==> src/logic/rclk_pkg.sv <==
// Purpose: Shared constants and types for the recovered clock one output block
// Assumes: 32-bit Avalon-MM register bus, byte addresses, word aligned
// Notes:   Source ticks mark half periods of a nominal 125 MHz reference
package rclk_pkg;

	localparam int          NUM_PORTS = 4;
	localparam int          NUM_PATHS = 3;
	localparam int          ADDR_W    = 8;
	localparam int          DATA_W    = 32;
	localparam int          CTRL_W    = 16;

	// Register indices and byte addresses
	localparam logic [7:0]  CTRL_INDEX    = 8'h17;
	localparam logic [7:0]  STATUS_INDEX  = 8'h20;
	localparam logic [ADDR_W-1:0] CTRL_ADDR   = ADDR_W'(CTRL_INDEX * 4);
	localparam logic [ADDR_W-1:0] STATUS_ADDR = ADDR_W'(STATUS_INDEX * 4);

	// Control register field positions
	localparam int          ENABLE_BIT  = 15;
	localparam int          SRC_HI      = 14;
	localparam int          SRC_LO      = 11;
	localparam int          FREQ_HI     = 10;
	localparam int          FREQ_LO     = 8;
	localparam int          SQL_HI      = 5;
	localparam int          SQL_LO      = 4;
	localparam int          PATH_HI     = 2;
	localparam int          PATH_LO     = 0;

	// Status register bit positions
	localparam int          ST_ACTIVE_BIT   = 0;
	localparam int          ST_PIN_BIT      = 1;
	localparam int          ST_RSVD_BIT     = 2;
	localparam int          ST_PASS_BIT     = 3;

	// Reset values
	localparam logic        ENABLE_RST  = 1'h0;
	localparam logic [3:0]  SRC_RST     = 4'h0;
	localparam logic [2:0]  FREQ_RST    = 3'h0;
	localparam logic [1:0]  SQL_RST     = 2'h0;
	localparam logic [2:0]  PATH_RST    = 3'h0;

	// Field codes
	localparam logic [3:0]  SRC_MAX     = 4'h3;
	localparam logic [2:0]  FREQ_25     = 3'h0;
	localparam logic [2:0]  FREQ_125    = 3'h1;
	localparam logic [2:0]  FREQ_31P25  = 3'h2;
	localparam logic [2:0]  PATH_SERIAL = 3'h0;
	localparam logic [2:0]  PATH_COPPER = 3'h1;
	localparam logic [2:0]  PATH_TXCLK  = 3'h2;
	localparam logic [1:0]  SQL_AUTO    = 2'h0;
	localparam logic [1:0]  SQL_RELAXED = 2'h1;
	localparam logic [1:0]  SQL_LINK    = 2'h2;
	localparam logic [1:0]  SQL_NONE    = 2'h3;

	// Reference ticks per output half period
	localparam logic [2:0]  HALF_125    = 3'h1;
	localparam logic [2:0]  HALF_31P25  = 3'h4;
	localparam logic [2:0]  HALF_25     = 3'h5;

	typedef enum logic [1:0] {
		SPEED_10   = 2'h0,
		SPEED_100  = 2'h1,
		SPEED_1000 = 2'h2
	} speed_e;

	// Link state of one port
	typedef struct packed {
		logic   link_up;
		logic   link_stable;
		speed_e speed;
		logic   master;
		logic   eee_on;
		logic   lp_idle_rx;
	} port_status_s;

	typedef struct packed {
		logic       enable;
		logic [3:0] src;
		logic [2:0] freq;
		logic [1:0] sql;
		logic [2:0] path;
	} ctrl_s;

	typedef enum logic [2:0] {
		OUT_OFF   = 3'b001,
		OUT_RUN   = 3'b010,
		OUT_DRAIN = 3'b100
	} out_state_e;

endpackage

==> src/logic/pin_sync3.sv <==
// Purpose: Three-stage synchroniser for an asynchronous pin
// Assumes: Pin level may change at any time
// Notes:   Output follows only when second and third stages agree
`timescale 1ns/1ps
`default_nettype none
module pin_sync3
	import rclk_pkg::*;
(
	input  wire logic sys_clk,
	input  wire logic rst_b,
	input  wire logic pin_in,
	output logic      level_out
);

	typedef struct packed {
		logic s1;
		logic s2;
		logic s3;
		logic level;
	} sync_s;

	sync_s st_r;
	sync_s st_nxt;

	always_comb begin
		st_nxt    = st_r;
		st_nxt.s1 = pin_in;
		st_nxt.s2 = st_r.s1;
		st_nxt.s3 = st_r.s2;
		if (st_r.s2 == st_r.s3) begin
			st_nxt.level = st_r.s3;
		end
	end

	always_ff @(posedge sys_clk or negedge rst_b) begin
		if (!rst_b) begin
			st_r <= '0;
		end else begin
			st_r <= st_nxt;
		end
	end

	assign level_out = st_r.level;

endmodule
`default_nettype wire

==> src/logic/recovered_clock_output_select.sv <==
// Purpose: Recovered clock one output with source, path, rate and squelch control
// Assumes: Source ticks and port status come from logic on sys_clk
// Notes:   Output is a register; it only stops after a falling half period
//
// Functional notes
// - Control bit 15 enables the output; resets to 0, output off.
// - Bits 14:11 select source port 0..3; higher codes reserved; default 0.
// - Bits 10:8 select 25, 125 or 31.25 MHz; others reserved; default 0.
// - Squelch 00: low when link down, unstable, 1000 master/10M, or EEE 100/1000 slave.
// - Squelch 01: as 00 but 1000 master and 10M modes still pass.
// - Squelch 01 in EEE: clock also passes while LP idle is received.
// - Squelch 10: suppress only while link is down.
// - Squelch 11: no link-based squelch, clock passes even with link down.
// - External squelch pin high forces squelch regardless of settings.
// - Bits 2:0 pick serial, copper or transmitter clock; others reserved.
//
// Decided for this implementation: the Avalon-MM register port.
`timescale 1ns/1ps
`default_nettype none
module recovered_clock_output_select
	import rclk_pkg::*;
(
	input  wire logic                                  sys_clk,
	input  wire logic                                  rst_b,
	input  wire logic [ADDR_W-1:0]                     avs_address,
	input  wire logic                                  avs_read,
	input  wire logic                                  avs_write,
	input  wire logic [DATA_W-1:0]                     avs_writedata,
	input  wire logic [3:0]                            avs_byteenable,
	output logic [DATA_W-1:0]                          avs_readdata,
	output logic                                       avs_waitrequest,
	input  wire logic [NUM_PORTS-1:0][NUM_PATHS-1:0]   src_tick,
	input  wire port_status_s [NUM_PORTS-1:0]          port_status,
	input  wire logic                                  squelch_pin,
	output logic                                       recovered_clock_one_output
);

	////////////////////////////////////////////////////////////////////////
	// State

	typedef struct packed {
		ctrl_s             ctrl;
		logic              ack;
		logic [DATA_W-1:0] rdata;
		out_state_e        state;
		logic [2:0]        cnt;
		logic              clk_out;
	} state_s;

	state_s st_r;
	state_s st_nxt;

	logic                 pin_squelch;
	logic [NUM_PORTS-1:0] port_pass;
	logic                 sel_pass;
	logic                 sel_tick;
	logic                 rsvd_code;
	logic                 gate;
	logic [2:0]           half_cnt;
	logic [2:0]           cnt_inc;
	logic                 toggle;
	logic                 req;
	logic                 hit_ctrl;
	logic                 hit_status;
	logic [CTRL_W-1:0]    ctrl_word;
	logic [CTRL_W-1:0]    ctrl_wr;
	logic [DATA_W-1:0]    status_word;

	////////////////////////////////////////////////////////////////////////
	// External squelch pin

	pin_sync3 u_squelch_sync (
		.sys_clk   (sys_clk),
		.rst_b     (rst_b),
		.pin_in    (squelch_pin),
		.level_out (pin_squelch)
	);

	////////////////////////////////////////////////////////////////////////
	// Per-port squelch decision

	generate
		for (genvar p = 0; p < NUM_PORTS; p++) begin : g_port
			logic up_ok;
			logic no_rec_mode;
			logic eee_block;
			always_comb begin
				up_ok       = port_status[p].link_up & port_status[p].link_stable;
				no_rec_mode = (port_status[p].speed == SPEED_10) |
				              ((port_status[p].speed == SPEED_1000) & port_status[p].master);
				eee_block   = port_status[p].eee_on &
				              ((port_status[p].speed == SPEED_100) |
				               ((port_status[p].speed == SPEED_1000) & ~port_status[p].master));
				case (st_r.ctrl.sql)
					SQL_AUTO: begin
						port_pass[p] = up_ok & ~no_rec_mode & ~eee_block;
					end
					SQL_RELAXED: begin
						port_pass[p] = up_ok & ~(eee_block & ~port_status[p].lp_idle_rx);
					end
					SQL_LINK: begin
						port_pass[p] = port_status[p].link_up;
					end
					SQL_NONE: begin
						port_pass[p] = 1'h1;
					end
					default: begin
						port_pass[p] = 1'h0;
					end
				endcase
			end
		end
	endgenerate

	////////////////////////////////////////////////////////////////////////
	// Source, path and rate selection

	always_comb begin
		rsvd_code = 1'h0;
		sel_pass  = 1'h0;
		sel_tick  = 1'h0;
		half_cnt  = HALF_25;
		if (st_r.ctrl.src > SRC_MAX) begin
			rsvd_code = 1'h1;
		end else begin
			sel_pass = port_pass[st_r.ctrl.src[1:0]];
			case (st_r.ctrl.path)
				PATH_SERIAL: sel_tick = src_tick[st_r.ctrl.src[1:0]][0];
				PATH_COPPER: sel_tick = src_tick[st_r.ctrl.src[1:0]][1];
				PATH_TXCLK:  sel_tick = src_tick[st_r.ctrl.src[1:0]][2];
				default:     rsvd_code = 1'h1;
			endcase
		end
		case (st_r.ctrl.freq)
			FREQ_25:    half_cnt = HALF_25;
			FREQ_125:   half_cnt = HALF_125;
			FREQ_31P25: half_cnt = HALF_31P25;
			default:    rsvd_code = 1'h1;
		endcase
	end

	assign gate    = st_r.ctrl.enable & ~pin_squelch & sel_pass & ~rsvd_code;
	assign cnt_inc = st_r.cnt + 3'h1;
	assign toggle  = sel_tick & (cnt_inc >= half_cnt);

	////////////////////////////////////////////////////////////////////////
	// Register bus decode

	assign req        = avs_read | avs_write;
	assign hit_ctrl   = (avs_address == CTRL_ADDR);
	assign hit_status = (avs_address == STATUS_ADDR);

	always_comb begin
		ctrl_word                   = '0;
		ctrl_word[ENABLE_BIT]       = st_r.ctrl.enable;
		ctrl_word[SRC_HI:SRC_LO]    = st_r.ctrl.src;
		ctrl_word[FREQ_HI:FREQ_LO]  = st_r.ctrl.freq;
		ctrl_word[SQL_HI:SQL_LO]    = st_r.ctrl.sql;
		ctrl_word[PATH_HI:PATH_LO]  = st_r.ctrl.path;
		ctrl_wr                     = ctrl_word;
		if (avs_byteenable[0]) begin
			ctrl_wr[7:0] = avs_writedata[7:0];
		end
		if (avs_byteenable[1]) begin
			ctrl_wr[15:8] = avs_writedata[15:8];
		end
		status_word                = '0;
		status_word[ST_ACTIVE_BIT] = (st_r.state != OUT_OFF);
		status_word[ST_PIN_BIT]    = pin_squelch;
		status_word[ST_RSVD_BIT]   = rsvd_code;
		status_word[ST_PASS_BIT]   = sel_pass;
	end

	////////////////////////////////////////////////////////////////////////
	// Next state

	always_comb begin
		st_nxt     = st_r;
		st_nxt.ack = req & ~st_r.ack;
		if (req & ~st_r.ack) begin
			if (hit_ctrl) begin
				st_nxt.rdata = {{(DATA_W-CTRL_W){1'b0}}, ctrl_word};
			end else if (hit_status) begin
				st_nxt.rdata = status_word;
			end else begin
				st_nxt.rdata = '0;
			end
		end
		if (avs_write & st_r.ack & hit_ctrl) begin
			st_nxt.ctrl.enable = ctrl_wr[ENABLE_BIT];
			st_nxt.ctrl.src    = ctrl_wr[SRC_HI:SRC_LO];
			st_nxt.ctrl.freq   = ctrl_wr[FREQ_HI:FREQ_LO];
			st_nxt.ctrl.sql    = ctrl_wr[SQL_HI:SQL_LO];
			st_nxt.ctrl.path   = ctrl_wr[PATH_HI:PATH_LO];
		end

		if (sel_tick) begin
			st_nxt.cnt = toggle ? 3'h0 : cnt_inc;
		end
		case (st_r.state)
			OUT_OFF: begin
				st_nxt.clk_out = 1'h0;
				st_nxt.cnt     = 3'h0;
				if (gate) begin
					st_nxt.state = OUT_RUN;
				end
			end
			OUT_RUN: begin
				if (!gate) begin
					st_nxt.state = st_r.clk_out ? OUT_DRAIN : OUT_OFF;
					st_nxt.cnt   = st_r.clk_out ? st_nxt.cnt : 3'h0;
				end else if (toggle) begin
					st_nxt.clk_out = ~st_r.clk_out;
				end
			end
			OUT_DRAIN: begin
				// Finish the high half before holding low
				if (toggle) begin
					st_nxt.clk_out = 1'h0;
					st_nxt.state   = gate ? OUT_RUN : OUT_OFF;
				end else if (gate) begin
					st_nxt.state = OUT_RUN;
				end
			end
			default: begin
				st_nxt.state   = OUT_OFF;
				st_nxt.clk_out = 1'h0;
				st_nxt.cnt     = 3'h0;
			end
		endcase
	end

	////////////////////////////////////////////////////////////////////////
	// Registers

	always_ff @(posedge sys_clk or negedge rst_b) begin
		if (!rst_b) begin
			st_r.ctrl.enable <= ENABLE_RST;
			st_r.ctrl.src    <= SRC_RST;
			st_r.ctrl.freq   <= FREQ_RST;
			st_r.ctrl.sql    <= SQL_RST;
			st_r.ctrl.path   <= PATH_RST;
			st_r.ack         <= 1'h0;
			st_r.rdata       <= '0;
			st_r.state       <= OUT_OFF;
			st_r.cnt         <= 3'h0;
			st_r.clk_out     <= 1'h0;
		end else begin
			st_r <= st_nxt;
		end
	end

	assign avs_readdata               = st_r.rdata;
	assign avs_waitrequest            = req & ~st_r.ack;
	assign recovered_clock_one_output = st_r.clk_out;

endmodule
`default_nettype wire

==> config.mk <==
export PLATFORM = sky130hd
export DESIGN_NAME = recovered_clock_output_select
export DESIGN_NICKNAME = d
export VERILOG_FILES = /design/src/logic/rclk_pkg.sv /design/src/logic/pin_sync3.sv /design/src/logic/recovered_clock_output_select.sv
export SDC_FILE = /design/constraint.sdc
export NUM_CORES = 1
export LEC_CHECK = 0
export BUFFER_PORTS_ARGS = -buffer_cell sky130_fd_sc_hd__buf_4
export CAP_MARGIN = 25
export CORE_ASPECT_RATIO = 1.25
export CORE_UTILIZATION = 50
export DETAILED_ROUTE_END_ITERATION = 8
export PLACE_DENSITY = 0.89
export RECOVER_POWER = 100
export SETUP_SLACK_MARGIN = 0.2
export SYNTH_ARGS = -nofsm -noshare
export SYNTH_HDL_FRONTEND = slang
export SYNTH_SLANG_ARGS = --single-unit
==> constraint.sdc <==
create_clock -name sys_clk -period 3.07 [get_ports sys_clk]
set_input_delay 0.307 -clock sys_clk [delete_from_list [all_inputs] [get_ports sys_clk]]
set_output_delay 0.307 -clock sys_clk [all_outputs]
set_load 0.01 [all_outputs]
# Word level (Yosys, flattened, before mapping)
# Index checks and enable logic that the tools add are counted.
# classes
add_sub_neg	1
n_mux	31
bitwise	72
order_cmp	3
n_reduce_logical	12
n_eq_ne	26
# op_table
cell	count
$and 1x1->1	39
$not 1->1	24
$mux 3	7
$mux 16	1
$pmux 1 s4	4
$eq 2x2->1 const B	6
$pmux 3 s2	2
$eq 2x1->1 const B	5
$logic_not 2->1	5
$eq 3x1->1 const B	3
$eq 3x2->1 const B	3
$mux 1	9
$or 1x1->1	9
$pmux 3 s3	1
$eq 8x7->1 const B	1
$eq 8x8->1 const B	1
$ne 2x2->1 const B	4
$bmux 3 s2	1
$logic_not 3->1	2
$mux 6	1
$reduce_or 3->1	2
$gt 4x2->1 const B	1
$mux 4	1
$reduce_and 2->1	2
11 further kinds	11
# word_totals
regBits	57
inputBits	89
wordCells	159

# Longest topological paths before layout
# Gate-level depths: netlist of the first run.
# logic_depth
ltp_word	16
depth_mapped	9

# By module
# Synthesis of the first run repeated with hierarchy kept, for this count alone.
# hier_totals
hier_cells	249
hier_area_um2	2448.6
# modules_own_cells
mod	area_per_inst_um2	cells_each	n_inst	seq_area_each_um2
recovered_clock_output_select	2337.2	244	1	877.1
pin_sync3	111.4	5	1	100.1

# Least setup slack after synthesis of the first run
# OpenSTA, ideal clock, no wires.
# synth_timing
kind	input-to-reg
from	input port port_status[23] (netlist bit)
to	register st_r, in the netlist recovered_clock_one_output
setup_slack_ps	1075
arrival_time_ps	1913
t_required_ps	2988
path_stages	7
path_cell_list	nand2b_1 > and2b_1 > o31a_1 > o311ai_4 > nand3_4 > or4_1 > a31oi_1
# synth_via
elab_chain_len	15
elab_cells_between_ends	21
classes_between	1 x eq/ne; 4 x mux; 15 x bitwise; 1 x reduce/logical
# synth_rtl
element	line_no	text
from (decl)	recovered_clock_output_select.sv:33	input wire port_status_s [NUM_PORTS-1:0] port_status,
$not 1->1	recovered_clock_output_select.sv:93	((port_status[p].speed == SPEED_1000) & ~port_status[p].master));
$and 1x1->1	recovered_clock_output_select.sv:93	
$or 1x1->1	recovered_clock_output_select.sv:92	((port_status[p].speed == SPEED_100) |
$and 1x1->1	recovered_clock_output_select.sv:91	eee_block = port_status[p].eee_on &
$and 1x1->1	recovered_clock_output_select.sv:99	port_pass[p] = up_ok & ~(eee_block & ~port_status[p].lp_idle_rx);
$not 1->1	recovered_clock_output_select.sv:99	
$and 1x1->1	recovered_clock_output_select.sv:99	
$pmux 1 s4 *	recovered_clock_output_select.sv:94	case (st_r.ctrl.sql)
$bmux 1 s2 *	recovered_clock_output_select.sv:126	sel_pass = port_pass[st_r.ctrl.src[1:0]];
$mux 1 (not written as such) *	recovered_clock_output_select.sv:126	
$mux 1 *	recovered_clock_output_select.sv:123	if (st_r.ctrl.src > SRC_MAX) begin
$and 1x1->1 * (2 in series)	recovered_clock_output_select.sv:142	assign gate = st_r.ctrl.enable & ~pin_squelch & sel_pass & ~rsvd_code;
$ne 2x2->1 (no source line) *	-	
$reduce_and 3->1 (no source line) *	-	
to (signal assigned)	recovered_clock_output_select.sv:249	st_r <= st_nxt;
to (decl)	recovered_clock_output_select.sv:50	state_s st_r;
# Every way passes the cells marked *; elsewhere a longest branch is shown, timed or not. The select of a mux whose other input is x is not followed.
# A chain may end at the register's enable or synchronous reset.

# Final worst setup path of the first run
# layout_timing
from	register st_r[39] (netlist bit)
to	output port avs_waitrequest
# layout_via
elab_chain_len	2
# layout_rtl
element	line_no	text
$not 1->1	recovered_clock_output_select.sv:254	assign avs_waitrequest = req & ~st_r.ack;
$and 1x1->1	recovered_clock_output_select.sv:254	
to (decl)	recovered_clock_output_select.sv:31	output logic avs_waitrequest,
# No other way between the ends.

==> flow_summary.json, run 1 <==
{
  "die_h_um": 80.2,
  "die_w_um": 64.6,
  "nFillCells": 426,
  "avgSynthCellArea_um2": 9.83,
  "maxSlewViolCount": 0,
  "grt_pass1_wl_mm": 9.47,
  "drtAntennaViolNets": 0,
  "place_congestion": 0.812,
  "max-slew-margin-rel": 0.410,
  "synth_ff_type": "dfrtp_1",
  "fin_cells": 379,
  "drtIter0Drc": 81,
  "finClkSkew_ps": 6.76,
  "n_antenna_cell": 0,
  "synth_common_cells": "dfrtp_1 (38), buf_4 (33), nand2_1 (31)",
  "critPathLaunchType": "register",
  "root_buffer": "clkbuf_8",
  "drt-pass1-iter-count": 4,
  "cts.path.max_buffers": 2,
  "post-route-period-util": 0.768,
  "clk_latency_ps": 290,
  "worst_pin_slew_ps": 885,
  "yosys.cell_count.top_type": "dfrtp_1",
  "yosysWarnings": 0,
  "synth_top_area_share": 0.389,
  "rsz0062_at_grt": "no",
  "synthArstFlopShare": 1.00,
  "design_area_mm2": 0.00300,
  "cp_data_required_time_ps": 2760,
  "period_needed_ps": 2360,
  "drive_gt1_frac": 0.301,
  "drt-total-wl_mm": 5.49,
  "drt-vias-per-instance": 5.59,
  "grt-ovfl-total": 0,
  "synthTopCellsByArea": "dfrtp_1 (39%), buf_4 (10%), mux2_2 (6.0%)",
  "start_util": 0.517,
  "dp.cells": 370,
  "setup_tns_ps": 0,
  "dp_hpwl_mm": 4.28,
  "placed_area_mm2": 0.00294,
  "antenna_found_initial": 0,
  "cts_tree": "built",
  "ys_seq_elements": 39,
  "cts_buffers": 5,
  "portBuffers": 83,
  "outcome": "finished clean",
  "ios": 123,
  "worstPathCellList": "or2_0 -> inv_1 -> clkbuf_1",
  "grt_usage": 0.239,
  "drc_errors": 0,
  "p_leak_nw": 1.46,
  "clk_pin_slew_ps": 70,
  "power_density_mw_per_mm2": 382,
  "critical_path_class": "reg2out",
  "core-area_mm2": 0.00473,
  "max-cap-violations": 0,
  "grt_max_degree": 40,
  "syn-cell-area_mm2": 0.00245,
  "vias": 2119,
  "ys_seq_area_frac": 0.399,
  "areaGrowthSynthToFinish_pct": 22.4,
  "synthCells": 249,
  "fmax_mhz": 424,
  "route.detailed.wl_per_inst_um": 14.5,
  "slowest_stage": "or2_0",
  "synth_largest_area_cell": "dfrtp_1",
  "ys_types": 56,
  "hold_violations": 0,
  "crit_path_end_kind": "output port",
  "critPathMaxFanout": 16,
  "dieArea_mm2": 0.00518,
  "grt_pass1_vias": 2177,
  "cts.repair.resized": 0,
  "nNetsFinal": 410,
  "hp-class": "in2reg",
  "clock_sinks": 39,
  "cts_max_level": 2,
  "rows": 28,
  "synth_edf_count": 0,
  "setup_viol": 0,
  "peakVddDrop_v": 0.000184,
  "crit_arrival_ps": 2050,
  "slowest_delay_ps": 690
}
critical path, delay by kind of cell (launching register included):
kind                   cells  cell delay [ps]
buffers and inverters      2              700
flip-flops                 1              360
AND/OR/NAND/NOR            1              690
routing by layer:
layer  GRT usage  wire length [um]  up-vias
li1            -                 -      990
met1       0.265              2080     1012
met2       0.428              2820      103
met3      0.0497               411       14
met4       0.120               186        0
met5           0                 0        -
stage by stage:
stage | worst slack (ps) | util | total power [mW] | hold WS [ps]
finish | 713 | 0.634 | 1.14 | 141
global route | 521 | 0.634 | 1.20 | 123
CTS | 921 | 0.649 | 1.17 | 109
detailed placement | 872 | 0.622 | 0.726 | 309
global placement | 884 | 0.622 | 0.721 | 302
floorplan | 1080 | - | 0.644 | 11.4
worst paths after layout:
check | cells after the start | slack, ps | end | from
worst max-delay path | 3 | 710 | avs_waitrequest | st_r[39]$_DFF_PN0_
worst min-delay path | 1 | 140 | u_squelch_sync.st_nxt[2]$_DFF_PN0_ | squelch_pin
worst max register to register | 7 | 790 | recovered_clock_one_output$_DFFE_PN0P_ | ctrl_word[5]$_DFFE_PN0P_
worst min register to register | 0 | 350 | u_squelch_sync.st_nxt[1]$_DFF_PN0_ | u_squelch_sync.st_nxt[2]$_DFF_PN0_
max in group asynchronous | 2 | 2190 | st_r[4]$_DFFE_PN1P_ | rst_b
min in group asynchronous | 2 | 520 | u_squelch_sync.st_nxt[1]$_DFF_PN0_ | rst_b
sequential cells by signal, indices dropped and copies added (netlist names):
name	cells
avs_readdata	14
ctrl_word	13
st_r	7
u_squelch_sync.st_nxt	2
recovered_clock_one_output	1
u_squelch_sync.level_out	1
u_squelch_sync.st_r	1
final cells by class:
class / instances / area [um^2] / share of cell area
well taps: 60 / 75.1 / 0.0251
clock inverters: 2 / 35.0 / 0.0117
flip-flops and latches: 39 / 977 / 0.326
multi-input cells: 182 / 1230 / 0.410
repair buffers: 85 / 581 / 0.194
inverters: 5 / 18.8 / 0.00626
clock buffers: 6 / 82.6 / 0.0276
placed cells by master, fill, tap and decap left out, types with 3 or more instances in the layout:
| cell type | instances |
|---|---|
| nand4_1 | 3 |
| nand3_1 | 12 |
| dfrtp_1 | 38 |
| nor2b_1 | 5 |
| nand2_1 | 31 |
| inv_1 | 5 |
| a221oi_1 | 5 |
| nor3_1 | 6 |
| a21oi_1 | 5 |
| a41oi_1 | 4 |
| ha_1 | 3 |
| nand2b_1 | 5 |
| o21ai_0 | 3 |
| nand4bb_1 | 4 |
| o2111ai_1 | 4 |
| mux2_2 | 13 |
| buf_4 | 66 |
| nor2_1 | 20 |
| mux4_2 | 3 |
| clkbuf_1 | 16 |
| clkbuf_8 | 6 |
| conb_1 | 18 |
report_power, final:
group          switching (mW)  internal (mW)
clock                   0.173          0.263
combinational          0.0832         0.0869
sequential             0.0116          0.528
total                   0.268          0.877
cells by family after synthesis:
logic type | count (synthesis) | share of synthesized area
buffers and inverters | 45 | 0.120
other | 1 | 0.00153
AO/OA/AOI/OAI | 37 | 0.123
adder cells (fa/ha/maj) | 4 | 0.0194
multiplexers | 18 | 0.0956
XOR/XNOR | 2 | 0.00716
flip-flops | 39 | 0.399
AND/OR/NAND/NOR | 103 | 0.234
what timing repair did:
item | CTS | global route
endpoints found under the setup margin | 0 | 0
buffers inserted | 0 | 0
hold buffers | 1 | 0
endpoints found under the hold margin | 38 | 0
Note: power is estimated with default switching activity, not from simulation.
==> run 2, diff against run 1 <==
- CORE_UTILIZATION: 50 -> 46
- PLACE_DENSITY: 0.89 -> 0.83
- clock period: 3.07 -> 2.3 ns (I/O delays scaled with it)
==> run 2 against run 1 <==
Cell count increased by 1.8%. Critical path depth is 5 higher. Setup slack lost 510 ps.
==> flow_summary.json, run 2 (synthesized netlist as in run 1, its figures left out) <==
{
  "cts_tree": "built",
  "final_common_cell": "buf_4",
  "period_needed_ps": 2100,
  "max-cap-violations": 0,
  "dp_hpwl_mm": 4.37,
  "drt-total-wl_mm": 5.64,
  "wl_met3_um": 363,
  "crit_path_end_kind": "register",
  "max-slew-margin-rel": 0.369,
  "drt-pass1-iter-count": 4,
  "outcome": "finished clean",
  "clock_sinks": 39,
  "portBuffers": 83,
  "nNetsFinal": 415,
  "r2r_start": "ctrl_word[5]$_DFFE_PN0P_",
  "n_antenna_cell": 0,
  "p_total_mw": 1.47,
  "antenna_found_initial": 0,
  "place_congestion": 0.798,
  "route.detailed.wl_per_inst_um": 14.6,
  "peakVddDrop_v": 0.000295,
  "die_w_um": 67.2,
  "drtAntennaViolNets": 0,
  "grt_max_degree": 40,
  "fmax_mhz": 476,
  "cts_max_level": 2,
  "clk_latency_ps": 300,
  "root_buffer": "clkbuf_8",
  "drc_errors": 0,
  "setup_viol": 0,
  "final_cell_mix": "buf_4 (68), dfrtp_1 (37), nand2_1 (31)",
  "hp-class": "in2reg",
  "hold_violations": 0,
  "largest_reg_flops": 14,
  "drive_gt1_frac": 0.346,
  "nFillCells": 450,
  "critPathMaxFanout": 6,
  "utilization": 0.602,
  "vias": 2105,
  "p_leak_nw": 1.48,
  "drt-vias-per-instance": 5.45,
  "grt-ovfl-total": 0,
  "clk_pin_slew_ps": 70,
  "min_path_cells": 1,
  "dr.max_layer_used": "met4",
  "setup.worst_path.start": "ctrl_word[5]$_DFFE_PN0P_",
  "crit_arrival_ps": 2330,
  "ios": 123,
  "areaGrowthSynthToFinish_pct": 25.9,
  "grt_pass1_vias": 2096,
  "start_util": 0.478,
  "wl_met2_mm": 2.99,
  "critical_path_class": "reg2reg",
  "cts.path.max_buffers": 2,
  "post-route-period-util": 0.913,
  "maxSlewViolCount": 0,
  "critPathLaunchType": "register",
  "hold_start": "squelch_pin",
  "grt_usage": 0.215,
  "finClkSkew_ps": 8.11,
  "drt-met1-wl_mm": 2.13,
  "cts_buffers": 5,
  "setup_tns_ps": 0,
  "rsz0062_at_grt": "yes",
  "cp_data_required_time_ps": 2530,
  "ff2ff_path_depth": 8,
  "grt_pass1_wl_mm": 9.14,
  "rows": 29,
  "dieArea_mm2": 0.00562,
  "drtIter0Drc": 99,
  "die_h_um": 83.6,
  "worst_pin_slew_ps": 947,
  "core-area_mm2": 0.00512,
  "power_density_mw_per_mm2": 476
}
-- run 2: worst paths after layout --
path / slack (ps) / endpoint
setup / recovery: 200 / st_r[2]$_DFF_PN0_
hold reg to reg: 360 / u_squelch_sync.st_nxt[1]$_DFF_PN0_
max in group asynchronous: 1040 / ctrl_word[11]$_DFFE_PN0P_
hold / removal: 60 / u_squelch_sync.st_nxt[2]$_DFF_PN0_
setup reg to reg: 200 / st_r[2]$_DFF_PN0_
min in group asynchronous: 600 / u_squelch_sync.level_out$_DFFE_PN0N_
-- run 2: repair_timing --
action,4_1_cts,5_1_grt
hold buffers,1,0
pin swaps,1,6
setup buffers,1,2
gates resized for setup,3,14
hold endpoints to repair,38,0
endpoints found under the setup margin,4,6
-- run 2: power breakdown --
group,switching [mW],leakage (nW),internal [mW]
Combinational,0.116,0.904,0.120
Sequential,0.0162,0.523,0.704
Clock,0.235,0.0515,0.273
Total,0.367,1.48,1.10
-- run 2: stage by stage --
stage | worst slack (ps) | instances | instance area, um^2 | hold slack (ps)
floorplan | 371 | 266 | 2510 | -65.6
global placement | 158 | 374 | 2960 | 224
detailed placement | 125 | 374 | 2960 | 232
CTS | 255 | 384 | 3090 | 33.1
global route | 93.7 | 386 | 3080 | 54.8
finish | 200 | 386 | 3080 | 60.6
-- run 2: critical path: stages (launching register included) --
cell      delay [ps]
dfrtp_1          460
or2_4            190
a41oi_1           50
a221oi_2         310
a311o_1          280
nand3_4           90
buf_4            170
a221o_2          370
a21oi_1          120
-- run 2: layout make-up --
| cell class | count | area (um^2) | area share |
|---|---|---|---|
| Multi-Input combinational cell | 182 | 1290 | 0.418 |
| Sequential cell | 39 | 978 | 0.318 |
| Timing Repair Buffer | 90 | 617 | 0.200 |
| Clock buffer | 8 | 100 | 0.0325 |
| Tap cell | 62 | 77.6 | 0.0252 |
| Inverter | 5 | 18.8 | 0.00609 |
-- run 2: metal layers --
layer,vias to the layer above,GRT usage
li1,1002,-
met1,997,0.245
met2,92,0.367
met3,14,0.0437
met4,0,0.106
met5,-,0
==> run 3, diff against run 2 <==
- CELL_PAD_IN_SITES_DETAIL_PLACEMENT: not set -> 0
- CELL_PAD_IN_SITES_GLOBAL_PLACEMENT: not set -> 1
- CORE_UTILIZATION: 46 -> 34
- CTS_BUF_LIST: not set -> sky130_fd_sc_hd__clkbuf_8
- PLACE_DENSITY: 0.83 -> 0.84
==> run 3 against run 2 <==
First-iteration DRC count decreased by 11%. Non-clock buffer count increased by 4. Count of clock-buffer cells in the layout decreased by 3. Critical path depth decreased by 2. Worst hold slack improved by 13 ps. Design area increased by 0.45%. Combinational power about the same. Power decreased by 4.0%. Sequential power about the same. Clock skew decreased by 2.0 ps. Flip-flop and latch count unchanged. Setup slack improved by 37 ps. Highest routed layer unchanged.
==> flow_summary.json, run 3 (synthesized netlist as in run 1, its figures left out) <==
{
  "maxSlewViolCount": 0,
  "critPathLaunchType": "register",
  "drtIter0Drc": 88,
  "cts_max_level": 2,
  "worst_pin_slew_ps": 976,
  "p_leak_nw": 1.48,
  "rows": 34,
  "drt-total-wl_mm": 5.87,
  "ff2ff_path_depth": 6,
  "grt_usage": 0.157,
  "critical_path_class": "reg2reg",
  "core-area_mm2": 0.00698,
  "reg2reg_to": "recovered_clock_one_output$_DFFE_PN0P_",
  "drc_errors": 0,
  "vias": 2094,
  "largest_reg_flops": 14,
  "crit_path_end_kind": "register",
  "critPathMaxFanout": 7,
  "peakVddDrop_v": 0.000198,
  "clk_pin_slew_ps": 80,
  "n_antenna_cell": 0,
  "max-cap-violations": 0,
  "setup_viol": 0,
  "root_buffer": "clkbuf_8",
  "whs_ps": 73.5,
  "post-route-period-util": 0.897,
  "final_cell_mix": "buf_4 (71), dfrtp_1 (36), nand2_1 (31)",
  "drt-vias-per-instance": 5.01,
  "final_common_cell": "buf_4",
  "hold_violations": 0,
  "hp-class": "in2reg",
  "clock_sinks": 39,
  "p_total_mw": 1.41,
  "grt-ovfl-total": 0,
  "crit_arrival_ps": 2280,
  "cts_buffers": 5,
  "grt_pass1_wl_mm": 9.33,
  "nNetsFinal": 419,
  "power_density_mw_per_mm2": 455,
  "ios": 123,
  "dp_hpwl_mm": 4.61,
  "cts_tree": "built",
  "min_path_cells": 1,
  "r2r_start": "ctrl_word[4]$_DFFE_PN0P_",
  "cts.path.max_buffers": 2,
  "die_w_um": 77.9,
  "rsz0062_at_grt": "yes",
  "endpoint": "recovered_clock_one_output$_DFFE_PN0P_",
  "route.detailed.wl_per_inst_um": 14.0,
  "finClkSkew_ps": 6.15,
  "drive_gt1_frac": 0.338,
  "cp_data_required_time_ps": 2510,
  "areaGrowthSynthToFinish_pct": 26.4,
  "drt-pass1-iter-count": 4,
  "period_needed_ps": 2060,
  "r2r_setup_slack_ps": 240,
  "place_congestion": 0.731,
  "max-slew-margin-rel": 0.349,
  "grt_pass1_vias": 2060,
  "setup.worst_path.start": "ctrl_word[4]$_DFFE_PN0P_",
  "antenna_found_initial": 0,
  "fmax_mhz": 485,
  "die_h_um": 96.9,
  "dieArea_mm2": 0.00754,
  "portBuffers": 83,
  "clk_latency_ps": 290,
  "grt_max_degree": 40,
  "setup_tns_ps": 0,
  "start_util": 0.351,
  "utilization": 0.444,
  "drtAntennaViolNets": 0,
  "outcome": "finished clean",
  "nFillCells": 730
}
run 3: cell count changes in the layout (fill, tap and decap cells not counted), sizes merged:
cell      before  now
clkinvlp       0    1
buf           69   72
clkbuf        28   26
inv            5    6
clkinv         0    1
run 3: where the power goes:
part           leakage, nW  internal, mW  switching (mW)
combinational        0.916         0.122           0.118
sequential           0.522         0.704          0.0152
clock               0.0453         0.207           0.240
run 3: metal layers:
layer | GRT usage | share of wire
met1 | 0.181 | 0.40
met2 | 0.280 | 0.52
met3 | 0.0387 | 0.071
met4 | 0.0464 | 0.013
met5 | 0 | 0
run 3: how the worst min path moves through the flow:
stage                     start                                endpoint  slack, ps
detailed placement        rst_b  recovered_clock_one_output$_DFFE_PN0P_        230
floorplan                 rst_b             avs_readdata[0]$_DFFE_PN0P_        -70
global route        squelch_pin      u_squelch_sync.st_nxt[2]$_DFF_PN0_         70
global placement          rst_b                     st_r[6]$_DFFE_PN0P_        230
finish              squelch_pin      u_squelch_sync.st_nxt[2]$_DFF_PN0_         70
CTS                 squelch_pin      u_squelch_sync.st_nxt[2]$_DFF_PN0_         50
run 3: critical path: stages, from the launching register on:
cell and delay (ps):
dfrtp_1 420, nor2b_1 200, a221oi_1 300, a311o_1 310, nand3_4 140, or4_1 480, a31oi_1 140
run 3: what timing repair did:
item / in CTS / in global routing
endpoints found under the setup margin: 1 / 4
pin swaps: 1 / 3
hold endpoints to repair: 38 / 0
gates resized for setup: 2 / 11
hold buffers: 1 / 0
buffers inserted: 0 / 6
run 3: layout make-up:
class	count	area, um^2	share of cell area
clock buffer	5	68.8	0.0222
clock inverter	3	16.3	0.00526
inverter	5	18.8	0.00607
multi-input combinational	182	1260	0.406
sequential	39	980	0.317
tap	90	113	0.0364
timing repair buffer	94	642	0.207
run 3: through the flow:
stage / std cells / cell area (um^2) / setup slack, ps
finish: 418 / 3090 / 237
global placement: 403 / 3000 / 174
floorplan: 266 / 2510 / 371
CTS: 412 / 3100 / 201
detailed placement: 403 / 3000 / 173
global route: 418 / 3090 / 103
